$ cat config.mk
export PLATFORM = sky130hd
export DESIGN_NAME = physical_request_filter_low
export DESIGN_NICKNAME = d
export VERILOG_FILES = /design/src/design/phys_filter_pkg.sv /design/src/design/node_bit_pick.sv /design/src/design/physical_request_filter_low.sv
export SDC_FILE = /design/constraint.sdc
export NUM_CORES = 1
export LEC_CHECK = 0
export BUFFER_PORTS_ARGS = -buffer_cell sky130_fd_sc_hd__buf_2
export CAP_MARGIN = 40
export CORE_MARGIN = 1.5
export CORE_UTILIZATION = 52
export CTS_BUF_LIST = sky130_fd_sc_hd__clkbuf_4
export CTS_CLUSTER_DIAMETER = 100
export DETAILED_ROUTE_END_ITERATION = 10
export PLACE_DENSITY = 0.83
export SYNTH_ARGS = -nofsm -noshare
export SYNTH_HDL_FRONTEND = slang
export SYNTH_SLANG_ARGS = --single-unit
$ cat constraint.sdc
create_clock -name clk -period 2.99 [get_ports clk]
set_input_delay 0.4485 -clock clk [delete_from_list [all_inputs] [get_ports clk]]
set_output_delay 0.4485 -clock clk [all_outputs]
set_load 0.01 [all_outputs]
$ cat src/design/phys_filter_pkg.sv
// Constants shared by the physical request filter low design
package phys_filter_pkg;

	// ----------------------------------------------------------------
	// Register map
	// ----------------------------------------------------------------
	localparam int APB_AW = 12;
	localparam int APB_DW = 32;
	localparam logic [APB_AW-1:0] OFS_NODE_EN_LOW_SET = 12'h108;
	localparam logic [APB_AW-1:0] OFS_NODE_EN_LOW_CLEAR = 12'h11C;
	localparam logic [APB_AW-1:0] OFS_ROUTE_COUNT = 12'h0F8;
	localparam logic [APB_AW-1:0] OFS_ROUTE_LAST = 12'h0FC;
	localparam logic [1:0] WORD_ALIGN = 2'h0;

	// ----------------------------------------------------------------
	// Field layout and reset values
	// ----------------------------------------------------------------
	localparam int NODE_LOW_COUNT = 32;
	localparam int NODE_ID_W = 6;
	localparam int NODE_LOW_W = 5;
	localparam logic [NODE_LOW_COUNT-1:0] NODE_EN_RESET = 32'h00000000;
	localparam int COUNT_HALF = 16;
	localparam int LAST_NODE_LSB = 0;
	localparam int LAST_PHYS_BIT = 8;
	localparam int LAST_ASYNC_BIT = 9;
	localparam int LAST_REJECT_BIT = 10;
	localparam int BYTE_W = 8;
	localparam int STRB_W = 4;

endpackage : phys_filter_pkg

$ cat src/design/node_bit_pick.sv
// Selects one per-node enable bit from a vector by node index
`timescale 1ns/10ps
`default_nettype none

module node_bit_pick #(
	parameter int WIDTH = 32
) (
	// Enable vector
	input wire logic [WIDTH-1:0] vec,
	// Node index within the vector
	input wire logic [$clog2(WIDTH)-1:0] index,
	// Selected bit
	output logic picked
);

	initial begin
		if (WIDTH < 2 || (WIDTH & (WIDTH - 1)) != 0) begin
			$error("node_bit_pick: WIDTH must be a power of two, at least 2");
		end
	end

	assign picked = vec[index];

endmodule : node_bit_pick

`default_nettype wire

$ cat src/design/physical_request_filter_low.sv
// Physical request filter for low node IDs with APB set/clear access
// Functional notes
// - Hold 32 enable bits; bit n enables physical handling for node n.
// - Physical-bound requests passing the async filter are checked again here.
// - Enable bit clear: route the request to the asynchronous request context.
// - Enable bit set: serve the request through the physical request context.
// - Set and clear addresses; both read the vector; it resets to zero.
// - Nodes 32 and above use the companion high vector, not this one.
//
// Implementation choice: the APB interface to the registers.
`timescale 1ns/10ps
`default_nettype none

module physical_request_filter_low
	import phys_filter_pkg::*;
#(
	parameter int COUNT_W = 16
) (
	// Clock and reset
	input wire logic clk,
	input wire logic srst,
	// APB slave
	input wire logic psel,
	input wire logic penable,
	input wire logic pwrite,
	input wire logic [APB_AW-1:0] paddr,
	input wire logic [APB_DW-1:0] pwdata,
	input wire logic [STRB_W-1:0] pstrb,
	output logic pready,
	output logic pslverr,
	output logic [APB_DW-1:0] prdata,
	// Receive path request
	input wire logic reqValid,
	input wire logic reqPhysTarget,
	input wire logic reqAsyncPass,
	input wire logic [NODE_ID_W-1:0] reqSrcNode,
	// Companion high filter vector
	input wire logic [NODE_LOW_COUNT-1:0] highEnable,
	// Routing decision
	output logic physGo,
	output logic asyncGo,
	output logic rejectGo,
	output logic [NODE_ID_W-1:0] routeNode,
	// Current enable vector
	output logic [NODE_LOW_COUNT-1:0] nodeEnable
);

	initial begin
		if (COUNT_W < 1 || COUNT_W > COUNT_HALF) begin
			$error("physical_request_filter_low: COUNT_W must be 1 to 16");
		end
	end

	// ----------------------------------------------------------------
	// APB decode
	// ----------------------------------------------------------------
	logic setup;
	logic access;
	logic hitSet;
	logic hitClear;
	logic hitCount;
	logic hitLast;
	logic mapped;
	logic wrDo;
	logic [APB_DW-1:0] strbMask;
	logic [APB_DW-1:0] wrOnes;

	assign setup = psel && !penable;
	assign access = psel && penable;
	assign hitSet = (paddr == OFS_NODE_EN_LOW_SET);
	assign hitClear = (paddr == OFS_NODE_EN_LOW_CLEAR);
	assign hitCount = (paddr == OFS_ROUTE_COUNT);
	assign hitLast = (paddr == OFS_ROUTE_LAST);
	assign mapped = (hitSet || hitClear || hitCount || hitLast) && (paddr[1:0] == WORD_ALIGN);
	// Zero wait states; read data is prepared in the setup cycle
	assign pready = 1'b1;
	assign pslverr = access && (!mapped || (pwrite && (hitCount || hitLast)));
	assign wrDo = access && pwrite && pready && mapped;

	always_comb begin
		strbMask = '0;
		for (int b = 0; b < STRB_W; b++) begin
			strbMask[b*BYTE_W +: BYTE_W] = {BYTE_W{pstrb[b]}};
		end
	end

	assign wrOnes = pwdata & strbMask;

	// ----------------------------------------------------------------
	// Enable vector
	// ----------------------------------------------------------------
	logic [NODE_LOW_COUNT-1:0] nodeEn_r;
	logic [NODE_LOW_COUNT-1:0] nodeEn_nxt;

	always_comb begin
		nodeEn_nxt = nodeEn_r;
		if (wrDo && hitSet) begin
			nodeEn_nxt = nodeEn_r | wrOnes;
		end else if (wrDo && hitClear) begin
			nodeEn_nxt = nodeEn_r & ~wrOnes;
		end
	end

	always_ff @(posedge clk) begin
		if (srst) begin
			nodeEn_r <= NODE_EN_RESET;
		end else begin
			nodeEn_r <= nodeEn_nxt;
		end
	end

	assign nodeEnable = nodeEn_r;

	// ----------------------------------------------------------------
	// Second node comparison
	// ----------------------------------------------------------------
	logic lowBit;
	logic highBit;
	logic isHighNode;
	logic nodeAllowed;

	node_bit_pick #(
		.WIDTH(NODE_LOW_COUNT)
	) u_pick_low (
		.vec(nodeEn_r),
		.index(reqSrcNode[NODE_LOW_W-1:0]),
		.picked(lowBit)
	);

	node_bit_pick #(
		.WIDTH(NODE_LOW_COUNT)
	) u_pick_high (
		.vec(highEnable),
		.index(reqSrcNode[NODE_LOW_W-1:0]),
		.picked(highBit)
	);

	assign isHighNode = reqSrcNode[NODE_ID_W-1];
	assign nodeAllowed = isHighNode ? highBit : lowBit;

	// ----------------------------------------------------------------
	// Routing decision
	// ----------------------------------------------------------------
	logic physGo_r;
	logic asyncGo_r;
	logic rejectGo_r;
	logic [NODE_ID_W-1:0] routeNode_r;
	logic physGo_nxt;
	logic asyncGo_nxt;
	logic rejectGo_nxt;
	logic [NODE_ID_W-1:0] routeNode_nxt;

	always_comb begin
		physGo_nxt = 1'b0;
		asyncGo_nxt = 1'b0;
		rejectGo_nxt = 1'b0;
		routeNode_nxt = routeNode_r;
		if (reqValid) begin
			routeNode_nxt = reqSrcNode;
			if (!reqPhysTarget) begin
				asyncGo_nxt = 1'b1;
			end else if (!reqAsyncPass) begin
				rejectGo_nxt = 1'b1;
			end else if (nodeAllowed) begin
				physGo_nxt = 1'b1;
			end else begin
				asyncGo_nxt = 1'b1;
			end
		end
	end

	always_ff @(posedge clk) begin
		if (srst) begin
			physGo_r <= 1'b0;
			asyncGo_r <= 1'b0;
			rejectGo_r <= 1'b0;
			routeNode_r <= '0;
		end else begin
			physGo_r <= physGo_nxt;
			asyncGo_r <= asyncGo_nxt;
			rejectGo_r <= rejectGo_nxt;
			routeNode_r <= routeNode_nxt;
		end
	end

	assign physGo = physGo_r;
	assign asyncGo = asyncGo_r;
	assign rejectGo = rejectGo_r;
	assign routeNode = routeNode_r;

	// ----------------------------------------------------------------
	// Route counters
	// ----------------------------------------------------------------
	logic [COUNT_W-1:0] physCount_r;
	logic [COUNT_W-1:0] asyncCount_r;
	logic [COUNT_W-1:0] physCount_nxt;
	logic [COUNT_W-1:0] asyncCount_nxt;

	always_comb begin
		physCount_nxt = physCount_r;
		asyncCount_nxt = asyncCount_r;
		if (physGo_r) begin
			physCount_nxt = physCount_r + COUNT_W'(1);
		end
		if (asyncGo_r) begin
			asyncCount_nxt = asyncCount_r + COUNT_W'(1);
		end
	end

	always_ff @(posedge clk) begin
		if (srst) begin
			physCount_r <= '0;
			asyncCount_r <= '0;
		end else begin
			physCount_r <= physCount_nxt;
			asyncCount_r <= asyncCount_nxt;
		end
	end

	// ----------------------------------------------------------------
	// Read data
	// ----------------------------------------------------------------
	logic [APB_DW-1:0] prdata_r;
	logic [APB_DW-1:0] prdata_nxt;

	always_comb begin
		prdata_nxt = prdata_r;
		if (setup && !pwrite) begin
			prdata_nxt = '0;
			if (hitSet || hitClear) begin
				prdata_nxt = nodeEn_r;
			end else if (hitCount) begin
				prdata_nxt[COUNT_W-1:0] = physCount_r;
				prdata_nxt[COUNT_HALF +: COUNT_W] = asyncCount_r;
			end else if (hitLast) begin
				prdata_nxt[LAST_NODE_LSB +: NODE_ID_W] = routeNode_r;
				prdata_nxt[LAST_PHYS_BIT] = physGo_r;
				prdata_nxt[LAST_ASYNC_BIT] = asyncGo_r;
				prdata_nxt[LAST_REJECT_BIT] = rejectGo_r;
			end
		end
	end

	always_ff @(posedge clk) begin
		if (srst) begin
			prdata_r <= '0;
		end else begin
			prdata_r <= prdata_nxt;
		end
	end

	assign prdata = prdata_r;

	// ----------------------------------------------------------------
	// Assertions
	// ----------------------------------------------------------------
	logic [NODE_LOW_COUNT-1:0] wrOnesSeen;
	logic lowBitSeen;
	logic highBitSeen;

	assign wrOnesSeen = wrOnes;
	assign lowBitSeen = nodeEn_r[reqSrcNode[NODE_LOW_W-1:0]];
	assign highBitSeen = highEnable[reqSrcNode[NODE_LOW_W-1:0]];

	property p_reset_zero;
		@(posedge clk) srst |=> (nodeEn_r == NODE_EN_RESET) && !physGo_r && !asyncGo_r;
	endproperty
	a_reset_zero: assert property (p_reset_zero) else $error("vector not zero after reset");

	property p_set_ones;
		@(posedge clk) disable iff (srst)
		(wrDo && hitSet) |=> nodeEn_r == ($past(nodeEn_r) | $past(wrOnesSeen));
	endproperty
	a_set_ones: assert property (p_set_ones) else $error("set write did not or in ones");

	property p_clear_ones;
		@(posedge clk) disable iff (srst)
		(wrDo && hitClear) |=> nodeEn_r == ($past(nodeEn_r) & ~$past(wrOnesSeen));
	endproperty
	a_clear_ones: assert property (p_clear_ones) else $error("clear write did not drop ones");

	property p_hold_vector;
		@(posedge clk) disable iff (srst)
		!(wrDo && (hitSet || hitClear)) |=> $stable(nodeEn_r);
	endproperty
	a_hold_vector: assert property (p_hold_vector) else $error("vector changed without write");

	property p_read_back;
		@(posedge clk) disable iff (srst)
		(setup && !pwrite && (hitSet || hitClear)) ##1 (access && pready)
		|-> prdata == $past(nodeEn_r);
	endproperty
	a_read_back: assert property (p_read_back) else $error("read did not return vector");

	property p_phys_route;
		@(posedge clk) disable iff (srst)
		(reqValid && reqPhysTarget && reqAsyncPass && !isHighNode && lowBitSeen)
		|=> physGo_r && !asyncGo_r && (routeNode_r == $past(reqSrcNode));
	endproperty
	a_phys_route: assert property (p_phys_route) else $error("enabled node not sent physical");

	property p_async_route;
		@(posedge clk) disable iff (srst)
		(reqValid && reqPhysTarget && reqAsyncPass && !isHighNode && !lowBitSeen)
		|=> asyncGo_r && !physGo_r;
	endproperty
	a_async_route: assert property (p_async_route) else $error("disabled node not sent async");

	property p_high_route;
		@(posedge clk) disable iff (srst)
		(reqValid && reqPhysTarget && reqAsyncPass && isHighNode)
		|=> physGo_r == $past(highBitSeen);
	endproperty
	a_high_route: assert property (p_high_route) else $error("high node used low vector");

	property p_only_checked;
		@(posedge clk) disable iff (srst)
		(!reqValid || (reqPhysTarget && !reqAsyncPass)) |=> !physGo_r;
	endproperty
	a_only_checked: assert property (p_only_checked) else $error("unchecked request sent physical");

	property p_one_route;
		@(posedge clk) disable iff (srst)
		reqValid |=> $onehot({physGo_r, asyncGo_r, rejectGo_r});
	endproperty
	a_one_route: assert property (p_one_route) else $error("request not routed exactly once");

endmodule : physical_request_filter_low

`default_nettype wire

==> impl_metrics.env <==
export IMPL_cts_resized=0
export IMPL_synth_seq_area_share=0.417
export IMPL_gp_congestion=0.837
export IMPL_grtUsageTotal=0.267
export IMPL_postCtsSetupBuffers=0
export IMPL_status="completed"
export IMPL_vias=4655
export IMPL_met1_usage=0.348
export IMPL_worst_pin_slew_ns=0.637
export IMPL_top_usage_layer="met2"
export IMPL_grt_pass1_wl_mm=21.5
export IMPL_yosys_register_bits=105
export IMPL_cts_made_buffers=9
export IMPL_criticalPathCategory="in2out"
export IMPL_clkTransAtPathRegs_ns=0.15
export IMPL_cap_violations=0
export IMPL_grt_max_degree=65
export IMPL_slew_violations=0
export IMPL_antenna_found_initial=0
export IMPL_synthCells=532
export IMPL_fin_crit_sh=0.856
export IMPL_met3_usage=0.0345
export IMPL_die_h_microns=101
export IMPL_seqCellArea_sq_um=2100
export IMPL_powerDensity_nw_per_um2=396
export IMPL_synth_edff_count=0
export IMPL_row_count=35
export IMPL_crit_chain="buf_2 > or4b_1 > nor4_2 > buf_4 > nor3_1 > buf_2"
export IMPL_period_needed_ns=2.56
export IMPL_crit_path_start_kind="input pin"
export IMPL_root_buffer="clkbuf_4"
export IMPL_first_pass_iters=5
export IMPL_clock_sinks=105
export IMPL_drt_iter0_drc=267
export IMPL_max_stage_delay_ns=0.59
export IMPL_clk_latency_ns=0.43
export IMPL_dpl_cell_area_sq_um=5930
export IMPL_clock_path_buffers=2
export IMPL_vdd_drop_max_v=0.000270
export IMPL_start_util=0.541
export IMPL_path_buf_inv=3
export IMPL_htreeDepth=3
export IMPL_syn_area_per_cell_sq_um=9.48
export IMPL_fin_skew_ns=0.0160
export IMPL_hold_violations=0
export IMPL_max_freq_mhz=391
export IMPL_crit_family="simple AND/OR/NAND/NOR gates"
export IMPL_cts_tree="done"
export IMPL_core_area_sq_um=9330
export IMPL_required_ns=2.54
export IMPL_wire_per_inst_microns=17.2
export IMPL_yosys_warnings=0
export IMPL_drive_gt1_frac=0.327
export IMPL_hold_buffers=0
export IMPL_drc_errors=0
export IMPL_fillers=790
export IMPL_fin_setup_tns_ns=0
export IMPL_wl_mm=13.8
export IMPL_use_met2=0.466
export IMPL_grt_overflow=0
export IMPL_die_area_sq_um=10300
export IMPL_whs_ns=0.178
export IMPL_multi_input_area_sq_um=2720
export IMPL_slew_limit_headroom=0.575
export IMPL_final_nets=769
export IMPL_n_antenna_cell=0
export IMPL_synth_flop_cell="dfxtp_1"
export IMPL_fp_dieW_microns=101
export IMPL_synth_area_sq_um=5040
export IMPL_synth_top_area_share=0.417
export IMPL_final_setup_viol_count=0
export IMPL_leakagePower_nw=2.68
export IMPL_synth_area_leaders="dfxtp_1 42%, mux2i_1 8.9%, nor2_1 7.8%"
export IMPL_end_kind="primary output"
export IMPL_crit_fanout=21
export IMPL_rsz0062_at_grt="false"
export IMPL_hold_path_class="in2reg"
export IMPL_io_pins=169
export IMPL_yosysTopAreaCell="dfxtp_1"
export IMPL_crit_arrival_ns=2.11
export IMPL_grt_pass1_vias=4263
export IMPL_dpl_hpwl_mm=10.3
export IMPL_fin_area_sq_um=6050
export IMPL_detail_route_antenna_nets=0
export IMPL_vias_per_cell=5.79
export IMPL_ys_types=46
export IMPL_numPortBuffers=167
export IMPL_synthArstFlopShare=0
export IMPL_synth_nets=628
export IMPL_slowest_stage="or4b_1"
export IMPL_syn_to_final_growth_pct=19.9
export IMPL_crit_top_cell="buf_2"
synth_stat cells, types with 7 or more instances:
| cell | number |
|---|---|
| a211oi_1 | 28 |
| a22oi_1 | 27 |
| xor2_1 | 19 |
| buf_2 | 8 |
| nand3_1 | 7 |
| nor2_1 | 105 |
| clkbuf_1 | 29 |
| mux4_2 | 14 |
| xnor2_1 | 11 |
| mux2i_1 | 45 |
| dfxtp_1 | 105 |
| nand2_1 | 18 |
| nand4_1 | 39 |
report_power, final:
part	total [W]	switching [W]	internal [W]
registers	0.00145	0.0000203	0.00143
clock network	0.000668	0.000428	0.000240
logic	0.000278	0.000151	0.000126
total	0.00239	0.000599	0.00179
layout by cell type, fill, tap and decap left out, drive strengths merged, types with 6 or more instances in the layout:
master	instances
nand4	39
mux2i	45
nor2	107
xnor2	11
inv	6
clkbuf	9
mux4	14
nand2	18
a22oi	27
nand3	7
and3	6
a211oi	28
dfxtp	105
xor2	19
buf	177
layer usage:
metal	up-vias	share of wire
met3	12	0.063
met1	2201	0.42
met4	0	0.010
li1	2220	-
met2	222	0.50
met5	-	0
final cells by class:
cell class | count | share of cell area
clock buffers | 9 | 0.0112
clock inverters | 4 | 0.00786
inverters | 6 | 0.00372
multi-input cells | 374 | 0.450
flip-flops and latches | 105 | 0.348
well taps | 129 | 0.0267
repair buffers | 177 | 0.153
through the flow:
| stage | util | total power (W) | setup WS (ns) | std cells |
|---|---|---|---|---|
| 2_1_floorplan | - | 0.00163 | 0.764 | 532 |
| 3_3_place_gp | 0.636 | 0.00175 | 0.435 | 791 |
| 3_5_place_dp | 0.636 | 0.00176 | 0.364 | 791 |
| 4_1_cts | 0.648 | 0.00241 | 0.436 | 804 |
| 5_1_grt | 0.648 | 0.00249 | 0.355 | 804 |
| 6_report | 0.648 | 0.00239 | 0.431 | 804 |
cell families (layout without fill, tap and decap cells):
group,after synthesis,in the layout,synth area share
and+or+nand+nor,201,201,0.195
DFF,105,105,0.417
buffers and inverters,53,196,0.0476
xor gates and xnor gates,30,30,0.0521
muxes,64,64,0.163
adders and majority gates,2,2,0.00496
other,1,1,0.000743
AOI/OAI and AO/OA,76,76,0.120
path summary, 6_finish.rpt:
| kind | start | endpoint | slack, ns | cells after the start |
|---|---|---|---|---|
| setup reg to reg | register | asyncGo$_SDFF_PP0_ | 1.02 | 5 |
| hold reg to reg | prdata[31]$_SDFFE_PP0P_ | prdata[31]$_SDFFE_PP0P_ | 0.51 | 2 |
| setup / recovery | paddr[5] | pslverr | 0.43 | 6 |
| hold / removal | reqAsyncPass | rejectGo$_SDFF_PP0_ | 0.18 | 2 |
Note: power is estimated with default switching activity, not from simulation.
